<file path="config.mk">
export PLATFORM = sky130hd
export DESIGN_NAME = sffc_top
export DESIGN_NICKNAME = d
export VERILOG_FILES = /design/src/core/sffc_pkg.sv /design/src/core/sffc_ec_filter.sv /design/src/core/sffc_top.sv
export SDC_FILE = /design/constraint.sdc
export NUM_CORES = 1
export LEC_CHECK = 0
export BUFFER_PORTS_ARGS = -buffer_cell sky130_fd_sc_hd__buf_2
export CAP_MARGIN = 20
export CORE_ASPECT_RATIO = 1.1
export CORE_MARGIN = 2
export CORE_UTILIZATION = 56
export DETAILED_ROUTE_END_ITERATION = 10
export PLACE_DENSITY = 0.95
export SETUP_SLACK_MARGIN = 0.02
export SLEW_MARGIN = 5
export SYNTH_ARGS = -nofsm -noshare
export SYNTH_HDL_FRONTEND = slang
export SYNTH_SLANG_ARGS = --single-unit
</file>
<file path="constraint.sdc">
create_clock -name core_clk -period 6.6 [get_ports core_clk]
set_input_delay 0.33 -clock core_clk [delete_from_list [all_inputs] [get_ports core_clk]]
set_output_delay 0.33 -clock core_clk [all_outputs]
set_load 0.05 [all_outputs]
</file>
<file path="src/core/sffc_pkg.sv">
// Constants, register map and field layout for the supply fault, mirror status and diagnostic mask logic
// Overview of operation
// RULE1 - On supply undervoltage all output stages are switched off at once and the supply-low flag is set.
// RULE2 - With the fault latch control bit low, outputs resume once undervoltage ends; with it high the host must first clear the supply-low flag.
// RULE3 - On supply overvoltage all output stages are switched off at once and the supply-high flag is set.
// RULE4 - With the fault latch control bit low, outputs resume once overvoltage ends; with it high the host must first clear the supply-high flag.
// RULE5 - The mirror status pair reads 00 in range, above-target alone when high, below-target alone when low, and 11 is never produced.
// RULE6 - In mirror mode a comparator deviation shows in the status pair only after it has lasted at least 32 us.
// RULE7 - The mirror status bits follow the comparators unlatched and change no sooner than 32 us apart.
// RULE8 - The mirror status bits never feed the global error flag.
// RULE9 - Config bits D5 and D4 keep underload on high-side 1 and low-side 1 out of the global underload flag.
// RULE10 - Config bit D1 keeps every output's underload out of the global underload flag.
// RULE11 - Config bit D3 suppresses the global thermal warning flag; at zero, the reset value, it works normally.
// RULE12 - The configuration register sits at 3Fh, has writable bits D7, D5, D4, D3 and D1, and resets to zero.
// RULE13 - With the mirror PWM discharge bit set, PWM discharge is applied on the mirror output and its overcurrent recovery is disabled.
// RULE14 - Any unmasked per-output underload event also sets the global underload flag.
// RULE15 - Reserved configuration bits read as zero and ignore writes.
package sffc_pkg;
    localparam int REG_ADDR_W = 6;
    localparam int REG_DATA_W = 16;
    localparam logic [REG_ADDR_W-1:0] CONFIG_ADDR = 6'h3F;
    localparam logic [REG_ADDR_W-1:0] STATUS2_ADDR = 6'h12;
    localparam logic [REG_DATA_W-1:0] CONFIG_RESET = 16'h0000;
    localparam logic [REG_DATA_W-1:0] CONFIG_WMASK = 16'h00BA;
    // Config field positions
    localparam int CFG_PWM_DIS = 7;
    localparam int CFG_MASK_ULD_HIGH1 = 5;
    localparam int CFG_MASK_ULD_LOW1 = 4;
    localparam int CFG_MASK_THERM = 3;
    localparam int CFG_MASK_ULD_ALL = 1;
    // Status field positions
    localparam int ST_UV = 3;
    localparam int ST_OV = 2;
    localparam int ST_BELOW = 1;
    localparam int ST_ABOVE = 0;
    // Underload vector positions
    localparam int ULD_HS1 = 0;
    localparam int ULD_LS1 = 1;
    // Mirror filter time
    localparam int CLK_MHZ = 40;
    localparam int EC_FILT_US = 32;
    localparam int EC_FILT_CYC = EC_FILT_US * CLK_MHZ;
    localparam int SYNC_STAGES = 3;
    typedef enum logic [1:0] {SFFC_IN_RANGE, SFFC_ABOVE, SFFC_BELOW} sffc_ec_e;
endpackage

</file>
<file path="src/core/sffc_ec_filter.sv">
// Mirror comparator filter: synchronises both comparators and holds each status change for a minimum time
module sffc_ec_filter
    import sffc_pkg::*;
#(
    parameter int FILT_CYC = EC_FILT_CYC
) (
    input wire logic core_clk,
    input wire logic nrst,
    input wire logic clkEn,
    input wire logic ecMode,
    input wire logic cmpAbove,
    input wire logic cmpBelow,
    output logic ecAbove,
    output logic ecBelow
);
    localparam int CW = $clog2(FILT_CYC + 1);
    localparam logic [CW-1:0] CNT_MAX = CW'(FILT_CYC - 1);

    logic [SYNC_STAGES-1:0] aboveSync;
    logic [SYNC_STAGES-1:0] belowSync;
    logic aboveStable;
    logic belowStable;
    sffc_ec_e candidate;
    sffc_ec_e shown_reg;
    sffc_ec_e last_reg;
    logic [CW-1:0] cnt_reg;

    // Three-stage synchronisers; stage 0 feeds only stage 1
    always_ff @(posedge core_clk or negedge nrst) begin
        if (!nrst) begin
            aboveSync <= '0;
            belowSync <= '0;
        end else if (clkEn) begin
            aboveSync <= {aboveSync[SYNC_STAGES-2:0], cmpAbove};
            belowSync <= {belowSync[SYNC_STAGES-2:0], cmpBelow};
        end
    end

    // Hold the last agreed level until stages two and three match
    always_ff @(posedge core_clk or negedge nrst) begin
        if (!nrst) begin
            aboveStable <= 1'b0;
            belowStable <= 1'b0;
        end else if (clkEn) begin
            if (aboveSync[1] == aboveSync[2]) begin
                aboveStable <= aboveSync[2];
            end
            if (belowSync[1] == belowSync[2]) begin
                belowStable <= belowSync[2];
            end
        end
    end

    // Both comparators at once is treated as in range so 11 never appears
    always_comb begin
        candidate = SFFC_IN_RANGE; // RULE5
        if (ecMode && aboveStable && !belowStable) begin
            candidate = SFFC_ABOVE;
        end else if (ecMode && belowStable && !aboveStable) begin
            candidate = SFFC_BELOW;
        end
    end

    // A candidate must persist the full time before it is shown
    always_ff @(posedge core_clk or negedge nrst) begin
        if (!nrst) begin
            last_reg <= SFFC_IN_RANGE;
            cnt_reg <= '0;
            shown_reg <= SFFC_IN_RANGE;
        end else if (clkEn) begin
            last_reg <= candidate;
            if (candidate != last_reg || candidate == shown_reg) begin
                cnt_reg <= '0;
            end else if (cnt_reg == CNT_MAX) begin
                shown_reg <= candidate; // RULE6 RULE7
                cnt_reg <= '0;
            end else begin
                cnt_reg <= cnt_reg + 1'b1;
            end
        end
    end

    // Unlatched: the shown state simply follows the filtered comparators
    always_ff @(posedge core_clk or negedge nrst) begin
        if (!nrst) begin
            ecAbove <= 1'b0;
            ecBelow <= 1'b0;
        end else if (clkEn) begin
            ecAbove <= (shown_reg == SFFC_ABOVE); // RULE5 RULE7
            ecBelow <= (shown_reg == SFFC_BELOW);
        end
    end
endmodule

</file>
<file path="src/core/sffc_top.sv">
// Supply fault flags, mirror status reporting and diagnostic mask configuration register
module sffc_top
    import sffc_pkg::*;
#(
    parameter int NUM_OUT = 12,
    parameter int FILT_CYC = EC_FILT_CYC
) (
    input wire logic core_clk,
    input wire logic nrst,
    input wire logic clkEn,
    input wire logic [REG_ADDR_W-1:0] regAddr,
    input wire logic [REG_DATA_W-1:0] regWdata,
    input wire logic regWr,
    input wire logic regRd,
    output logic [REG_DATA_W-1:0] regRdata,
    input wire logic supplyFaultLatchCtl,
    input wire logic supplyLowIn,
    input wire logic supplyHighIn,
    input wire logic ecMode,
    input wire logic ecCmpAbove,
    input wire logic ecCmpBelow,
    input wire logic [NUM_OUT-1:0] underloadEvt,
    input wire logic thermalWarnIn,
    input wire logic otherErrIn,
    output logic outputsEnable,
    output logic supplyLowFlag,
    output logic supplyHighFlag,
    output logic ecAboveTarget,
    output logic ecBelowTarget,
    output logic globalUnderloadFlag,
    output logic thermalWarnFlag,
    output logic globalErrFlag,
    output logic mirrorPwmDischargeEn,
    output logic mirrorOcRecoveryEn
);
    logic [REG_DATA_W-1:0] config_reg;
    logic [SYNC_STAGES-1:0] uvSync;
    logic [SYNC_STAGES-1:0] ovSync;
    logic uvLevel;
    logic ovLevel;
    logic ecAbove;
    logic ecBelow;
    logic [NUM_OUT-1:0] uldMask;
    logic wrConfig;
    logic rdStatus;
    logic rdConfig;

    // Address compare shared by every strobe decode
    function automatic logic addrHit(input logic [REG_ADDR_W-1:0] addr, input logic [REG_ADDR_W-1:0] target);
        return addr == target;
    endfunction

    // Strobe decodes; a strobe at any other address does nothing
    assign wrConfig = regWr && addrHit(regAddr, CONFIG_ADDR);
    assign rdConfig = regRd && addrHit(regAddr, CONFIG_ADDR);
    assign rdStatus = regRd && addrHit(regAddr, STATUS2_ADDR);

    // Mirror comparators go through the filter
    sffc_ec_filter #(
        .FILT_CYC(FILT_CYC)
    ) u_ec_filter (
        .core_clk(core_clk),
        .nrst(nrst),
        .clkEn(clkEn),
        .ecMode(ecMode),
        .cmpAbove(ecCmpAbove),
        .cmpBelow(ecCmpBelow),
        .ecAbove(ecAbove),
        .ecBelow(ecBelow)
    );

    // Supply comparators come from the analog side, so three stages each
    always_ff @(posedge core_clk or negedge nrst) begin
        if (!nrst) begin
            uvSync <= '0;
            ovSync <= '0;
        end else if (clkEn) begin
            uvSync <= {uvSync[SYNC_STAGES-2:0], supplyLowIn};
            ovSync <= {ovSync[SYNC_STAGES-2:0], supplyHighIn};
        end
    end

    // Level changes only when stages two and three agree
    always_ff @(posedge core_clk or negedge nrst) begin
        if (!nrst) begin
            uvLevel <= 1'b0;
            ovLevel <= 1'b0;
        end else if (clkEn) begin
            if (uvSync[1] == uvSync[2]) begin
                uvLevel <= uvSync[2];
            end
            if (ovSync[1] == ovSync[2]) begin
                ovLevel <= ovSync[2];
            end
        end
    end

    // Configuration register: reserved bits never store anything
    always_ff @(posedge core_clk or negedge nrst) begin
        if (!nrst) begin
            config_reg <= CONFIG_RESET; // RULE12
        end else if (clkEn && wrConfig) begin
            config_reg <= regWdata & CONFIG_WMASK; // RULE12 RULE15
        end
    end

    // Supply flags: a live fault sets the flag and wins over a clear in the same cycle
    // With latch control high, a status read is the only path that clears a flag
    always_ff @(posedge core_clk or negedge nrst) begin
        if (!nrst) begin
            supplyLowFlag <= 1'b0;
            supplyHighFlag <= 1'b0;
        end else if (clkEn) begin
            if (uvLevel) begin
                supplyLowFlag <= 1'b1; // RULE1
            end else if (!supplyFaultLatchCtl) begin
                supplyLowFlag <= 1'b0; // RULE2
            end else if (rdStatus) begin
                supplyLowFlag <= 1'b0; // RULE2
            end
            if (ovLevel) begin
                supplyHighFlag <= 1'b1; // RULE3
            end else if (!supplyFaultLatchCtl) begin
                supplyHighFlag <= 1'b0; // RULE4
            end else if (rdStatus) begin
                supplyHighFlag <= 1'b0; // RULE4
            end
        end
    end

    // Outputs stop in the same edge the fault is seen, not a cycle after the flag
    // Limitation: the pin-to-enable delay includes the synchroniser, about five clocks
    always_ff @(posedge core_clk or negedge nrst) begin
        if (!nrst) begin
            outputsEnable <= 1'b0;
        end else if (clkEn) begin
            outputsEnable <= !uvLevel && !ovLevel && // RULE1 RULE3
                             !(supplyFaultLatchCtl && (supplyLowFlag || supplyHighFlag)); // RULE2 RULE4
        end
    end

    // Per-output mask for the global underload summary
    always_comb begin
        uldMask = '0;
        uldMask[ULD_HS1] = config_reg[CFG_MASK_ULD_HIGH1]; // RULE9
        uldMask[ULD_LS1] = config_reg[CFG_MASK_ULD_LOW1]; // RULE9
        if (config_reg[CFG_MASK_ULD_ALL]) begin
            uldMask = '1; // RULE10
        end
    end

    // Global underload; a status read clears it, an event in the same cycle wins over the clear
    always_ff @(posedge core_clk or negedge nrst) begin
        if (!nrst) begin
            globalUnderloadFlag <= 1'b0;
        end else if (clkEn) begin
            if (|(underloadEvt & ~uldMask)) begin
                globalUnderloadFlag <= 1'b1; // RULE14
            end else if (rdStatus) begin
                globalUnderloadFlag <= 1'b0;
            end
        end
    end

    // Global thermal warning, unlatched, one cycle behind the raw input
    always_ff @(posedge core_clk or negedge nrst) begin
        if (!nrst) begin
            thermalWarnFlag <= 1'b0;
        end else if (clkEn) begin
            thermalWarnFlag <= thermalWarnIn && !config_reg[CFG_MASK_THERM]; // RULE11
        end
    end

    // Global error collects faults only; mirror status is deliberately left out
    always_ff @(posedge core_clk or negedge nrst) begin
        if (!nrst) begin
            globalErrFlag <= 1'b0;
        end else if (clkEn) begin
            globalErrFlag <= supplyLowFlag || supplyHighFlag || globalUnderloadFlag || // RULE8
                             thermalWarnFlag || otherErrIn;
        end
    end

    // Mirror discharge control; recovery is forced off while discharge runs
    always_ff @(posedge core_clk or negedge nrst) begin
        if (!nrst) begin
            mirrorPwmDischargeEn <= 1'b0;
            mirrorOcRecoveryEn <= 1'b1;
        end else if (clkEn) begin
            mirrorPwmDischargeEn <= config_reg[CFG_PWM_DIS]; // RULE13
            mirrorOcRecoveryEn <= !config_reg[CFG_PWM_DIS]; // RULE13
        end
    end

    // Mirror status registered once more so outputs stay flop-driven
    always_ff @(posedge core_clk or negedge nrst) begin
        if (!nrst) begin
            ecAboveTarget <= 1'b0;
            ecBelowTarget <= 1'b0;
        end else if (clkEn) begin
            ecAboveTarget <= ecAbove; // RULE5
            ecBelowTarget <= ecBelow; // RULE5
        end
    end

    // Read data, one cycle after the strobe; unmapped addresses read zero
    always_ff @(posedge core_clk or negedge nrst) begin
        if (!nrst) begin
            regRdata <= '0;
        end else if (clkEn) begin
            regRdata <= '0;
            if (rdConfig) begin
                regRdata <= config_reg; // RULE15
            end else if (rdStatus) begin
                regRdata[ST_UV] <= supplyLowFlag;
                regRdata[ST_OV] <= supplyHighFlag;
                regRdata[ST_BELOW] <= ecBelowTarget;
                regRdata[ST_ABOVE] <= ecAboveTarget;
            end
        end
    end
endmodule

</file>
======== Yosys cells after proc, flatten, opt, wreduce, memory -nomap -nowiden ========
Index checks and enable logic that the tools add are counted.
storage, ports and cells
  register bits ........................... 64
  latch bits .............................. 0
  bits in writable memories ............... 0
  bits in read-only memories .............. 0
  bits of input ports ..................... 47
  output and inout port bits .............. 26
  word-level logic and storage cells ...... 89
  memories ................................ 0
operators by class
  add/sub/neg operators ................... 1
  $mul .................................... 0
  divide/modulo/power cells ............... 0
  order comparisons ....................... 0
  equality and inequality tests ........... 13
  shift operators ......................... 0
  muxes and demuxes ....................... 13
  bitwise gates (word level) .............. 3
  reduce and logical (&&, ||, !) cells .... 34
operator list
  cell                                                   count
  two-way mux 11 bit                                     2
  AND reduction 2 bit                                    7
  AND 12 bit                                             1
  logical AND 1 bit                                      12
  two-way mux 12 bit                                     1
  two-way mux 4 bit                                      3
  inverter 12 bit                                        1
  OR reduction 12 bit                                    1
  adder 11 x 1 -> 11 bit, second input constant          1
  == test 11 bit, second input constant                  1
  zero test 1 bit                                        7
  == test 6 x 5 -> 1 bit, second input constant          1
  == test 6 bit, second input constant                   1
  inequality test 3 x 1 -> 1 bit, second input constant  2
  logical OR 1 bit                                       5
  two-way mux 1 bit                                      5
  == test 1 bit                                          4
  two-way mux 2 bit                                      2
  AND reduction 3 bit                                    1
  == test 2 x 1 -> 1 bit, second input constant          1
  == test 2 bit                                          1
  == test 2 bit, second input constant                   1
  inequality test 2 bit                                  1
  nonzero test 2 bit                                     1
  inverter 1 bit                                         1

======== Logic depth before layout (Yosys ltp) ========
  word-level depth ........................ 8
  mapped depth ............................ 7
  depth with buffers taken out ............ 7

======== Modules after synthesis ========
Synthesis repeated with hierarchy kept, for this count alone.
second synthesis, totals
  cells, all modules ...................... 252
  area total of the unflattened synthesis .. 2,642.5 um^2
modules (own cells, without submodules)
  module          instances  cells an instance  area an instance (um^2)  sequential area each (um^2)
  sffc_top        1          121                1,335.0                  752.0
  sffc_ec_filter  1          131                1,307.5                  625.6

======== Least setup slack after synthesis ========
OpenSTA, ideal clock, no wires.
  path type ............................... register -> register
  start ................................... register u_ec_filter.belowStable
  end ..................................... register u_ec_filter.shown_reg[0]
  setup time .............................. 125 ps
  data arrival time ....................... 2,057 ps
  data required time ...................... 6,475 ps
  path slack .............................. 4,418 ps
  cell stages (with the launch flop) ...... 7
  buffers on the path ..................... 0
  cells stage by stage .................... dfrtp_1 and3b_2 a22o_1 a31oi_1 or3_1 or4_4 mux2_4
on the way
  cells in the longest elaborated chain, start to end .. 8
ends and longest elaborated chain
  item                                                           line                  source
  start: declaration                                             sffc_ec_filter.sv:22  logic belowStable;
  start signal: assignment                                       sffc_ec_filter.sv:49  belowStable <= belowSync[2];
  logical AND 1 bit (2 in a row)                                 sffc_ec_filter.sv:59  end else if (ecMode && belowStable && !aboveStable) begin
  two-way mux 2 bit                                              sffc_ec_filter.sv:59
  two-way mux 2 bit *                                            sffc_ec_filter.sv:57  if (ecMode && aboveStable && !belowStable) begin
  inequality test 2 bit / == test 2 bit (equally long branches)  sffc_ec_filter.sv:72  if (candidate != last_reg || candidate == shown_reg) begin
  logical OR 1 bit                                               sffc_ec_filter.sv:72
  inverter 1 bit (no line)                                       --
  AND reduction 3 bit (no line)                                  --
  end signal: assignment                                         sffc_ec_filter.sv:75  shown_reg <= candidate;
  end: declaration                                               sffc_ec_filter.sv:24  sffc_ec_e shown_reg;
Mark *: on every way between the ends. The rest lies on a longest branch, timed or not.
A chain may end at the register's enable or synchronous reset.

======== Worst setup path in the final report ========
  start ................................... register u_ec_filter.belowStable
  end ..................................... register u_ec_filter.shown_reg[1]
The elaborated chain is that of the path after synthesis.

==> run_results.csv <==
group,metric,value,unit
run_status,status,"complete, no violations",
yosys,yosys_warnings,0,
drt,drt_pass1_iterations,4,
critical_path,crit_chain,"o21ai_0, a22o_1, a31oi_1, or3_1, or4_4, mux2_4",
critical_path,end_kind,"flop",
drt,finalWirelength,5470,um
yosys,synth_largest_area_cell,"dfrtp_1",
drt,drt_iter0_drc,125,
power_and_ir_drop,leakage,1.46,nW
drt,viasPerCell,5.84,
critical_path,critPathTopFamily,"simple AND/OR/NAND/NOR gates",
global_routing,grt_max_degree,56,
floorplanning,coreArea,4350,sq um
layout,syn_to_final_growth,14.8,%
power_and_ir_drop,combPwrFrac,20.4,%
critical_path,startpoint_type,"flop",
sta,fmax,393,MHz
sta,finClkSkew,0.00536,ns
placement,place_ws,3.99,ns
cts,h-tree-depth,2,
yosys,synth_area,2570,sq um
critical_path,critical_path_class,"flop to flop",
global_routing,grt_use_total,23.3,%
placement,detailed_place_hpwl,3810,um
critical_path,critPathBufInv,0,
sta,finalCriticalPeriod,2.55,ns
yosys,async_reset_ff_share,100,%
placement,gp_congestion,0.841,
global_routing,grt_pass1_wl,8870,um
layout,fillerInstances,311,
sta,worst_pin_slew,0.897,ns
drt,drc,0,
drt,wl_per_cell,15.5,um
critical_path,cp_slowest_cell,"or4_4",
cts,post_cts_buffers,0,
cts,cts-root-buf,"clkbuf_8",
drt,antenna_left,0,
power_and_ir_drop,p_sw,0.251,mW
flow_run,drv_cap,0,
global_routing,grt.overflow.total,0,
power_and_ir_drop,power_frac_seq,51.6,%
critical_path,cpPeakStageDelay,0.59,ns
sta,rsz0062_at_grt,"false",
sta,slew_headroom,40.2,%
sta,report.final.slew_viol_count,0,
floorplanning,die_y,75.1,um
sta,fin_setup_tns,0,ns
cts,cts-resized-gates,0,
layout,largest_register_ff_count,11,
critical_path,crit_fanout,11,
power_and_ir_drop,switching_share,31.0,%
cts,numClockSinks,55,
floorplanning,start_util,59.1,%
drt,vias,2061,
global_routing,grt_pass1_vias,1969,
yosys,synth_area_per_cell,10.4,sq um
floorplanning,dieArea,5150,sq um
power_and_ir_drop,vdd_drop_max,0.000201,V
layout,diodes,0,
cts,clk_pin_slew,0.09,ns
cts,clock_latency,0.30,ns
layout,nets,346,
global_routing,antenna_found_initial,0,
placement,io_buffer_count,52,
floorplanning,row_count,25,
yosys,syn_inst,248,
floorplanning,dieWidth,68.6,um
critical_path,cp_data_arrival_time,2.74,ns
sta,finalSetupViolCount,0,
cts,cts_made_buffers,5,
yosys,synthTopCellsByArea,"dfrtp_1, mux2_2, o21ai_0, nand2_1, buf_4",
yosys,yosys.cell_types.count,40,
sta,fin_ws,4.05,ns
yosys,synth-seq-cells,55,
yosys,post-synth-top-area-fraction,52.6,%
cts,cts_tree,"built",
power_and_ir_drop,clkPwrFrac,28.0,%
cts,hold_buffers,0,
power_and_ir_drop,powerDensity,274,nW/um^2
yosys,ys_seq_area_share,53.6,%
yosys,ys.flop_type,"dfrtp_1",
sta,fin_crit_sh,38.6,%
critical_path,required,6.79,ns
layout,drive_gt1_share,28.1,%
floorplanning,ioPinCount,73,
min_path,hold_class,"input port to asynchronous set/reset pin",
power_and_ir_drop,p_int,0.558,mW
cts,clock_path_buffers,2,
yosys,synth-edff-count,0,
sta,hold_viol_final,0,
## power by group through the flow
stage / registers [mW] / logic (mW) / clock network [mW]
global route: 0.422 / 0.180 / 0.244
detailed placement: 0.420 / 0.166 / 0
finish: 0.418 / 0.165 / 0.226
global placement: 0.417 / 0.157 / 0
floorplan: 0.444 / 0.0919 / 0
CTS: 0.415 / 0.166 / 0.229
## layout make-up
cell class / instances / area, sq um / area share (%)
Inverter: 14 / 52.6 / 1.78
Tap cell: 54 / 67.6 / 2.29
Sequential cell: 55 / 1380 / 46.7
Timing Repair Buffer: 53 / 268 / 9.07
Clock inverter: 2 / 35.0 / 1.19
Clock buffer: 6 / 82.6 / 2.80
Multi-Input combinational cell: 169 / 1070 / 36.2
## cell usage in the layout, fill, tap and decap left out, types with 7 or more instances in the layout
| cell type | Yosys | final |
|---|---|---|
| nand2_1 | 23 | 23 |
| mux2_2 | 18 | 18 |
| o2bb2ai_1 | 7 | 7 |
| inv_1 | 14 | 14 |
| conb_1 | 1 | 9 |
| dfrtp_1 | 54 | 54 |
| nand3_1 | 9 | 9 |
| o21ai_0 | 27 | 27 |
| nor3_1 | 7 | 7 |
| nor2_1 | 13 | 13 |
| buf_2 | 0 | 52 |
## logic make-up (layout without fill, tap and decap cells)
kind of cell / Yosys count / in the layout / synth area share [%]
AOI/OAI and AO/OA: 58 / 58 / 14.7
muxes: 20 / 20 / 9.06
and+or+nand+nor: 80 / 80 / 15.7
other: 1 / 9 / 0.146
xor gates and xnor gates: 1 / 1 / 0.341
adders and majority gates: 1 / 1 / 0.487
buffers and inverters: 32 / 75 / 5.99
DFF: 55 / 55 / 53.6
## synth_stat cells, drive strengths merged (5+ instances only)
cell type	number
dfrtp	54
o21ai	27
nand2	23
mux2	20
inv	14
nor2	13
buf	10
nand3	9
clkbuf	8
nor3	7
o2bb2ai	7
a22o	6
a21oi	5
and3	5
nor2b	5
## path summary, 6_finish.rpt
| path | startpoint | to | slack (ns) | depth (start not counted) |
|---|---|---|---|---|
| max reg2reg | u_ec_filter.belowStable | u_ec_filter.shown_reg[1] | 4.05 | 6 |
| min reg2reg | config_reg[7] | mirrorOcRecoveryEn | 0.47 | 1 |
| min | nrst | u_ec_filter.cnt_reg[1] | 0.13 | 2 |
| max | u_ec_filter.belowStable | u_ec_filter.shown_reg[1] | 4.05 | 6 |
| max in group asynchronous | nrst | regRdata[5] | 6.03 | 2 |
| min in group core_clk | supplyLowIn | uvSync[0] | 0.25 | 2 |
## worst reg2reg max path: stages, from the launching register on
cell     delay [ns]
dfrtp_1        0.46
o21ai_0        0.30
a22o_1         0.18
a31oi_1        0.05
or3_1          0.55
or4_4          0.59
mux2_4         0.31
## layer usage
| layer | vias up | share of wire [%] | GRT usage, % |
|---|---|---|---|
| li1 | 959 | - | - |
| met1 | 1002 | 40 | 29.9 |
| met2 | 87 | 52 | 39.2 |
| met3 | 13 | 5.6 | 4.78 |
| met4 | 0 | 2.3 | 8.44 |
| met5 | - | 0 | 0 |
## per-stage QoR
step                      util [%]  total power [mW]  cells  instance area, sq um  hold slack [ns]
after global placement        65.2             0.574    345                  2830            0.441
after CTS                     67.9             0.811    353                  2950            0.162
after floorplan                  -             0.536    256                  2600           0.0344
after global routing          67.9             0.846    353                  2950            0.202
after detailed placement      65.2             0.586    345                  2830            0.458
final                         67.9             0.810    353                  2950            0.129
Power figures use the tool's default switching activity.
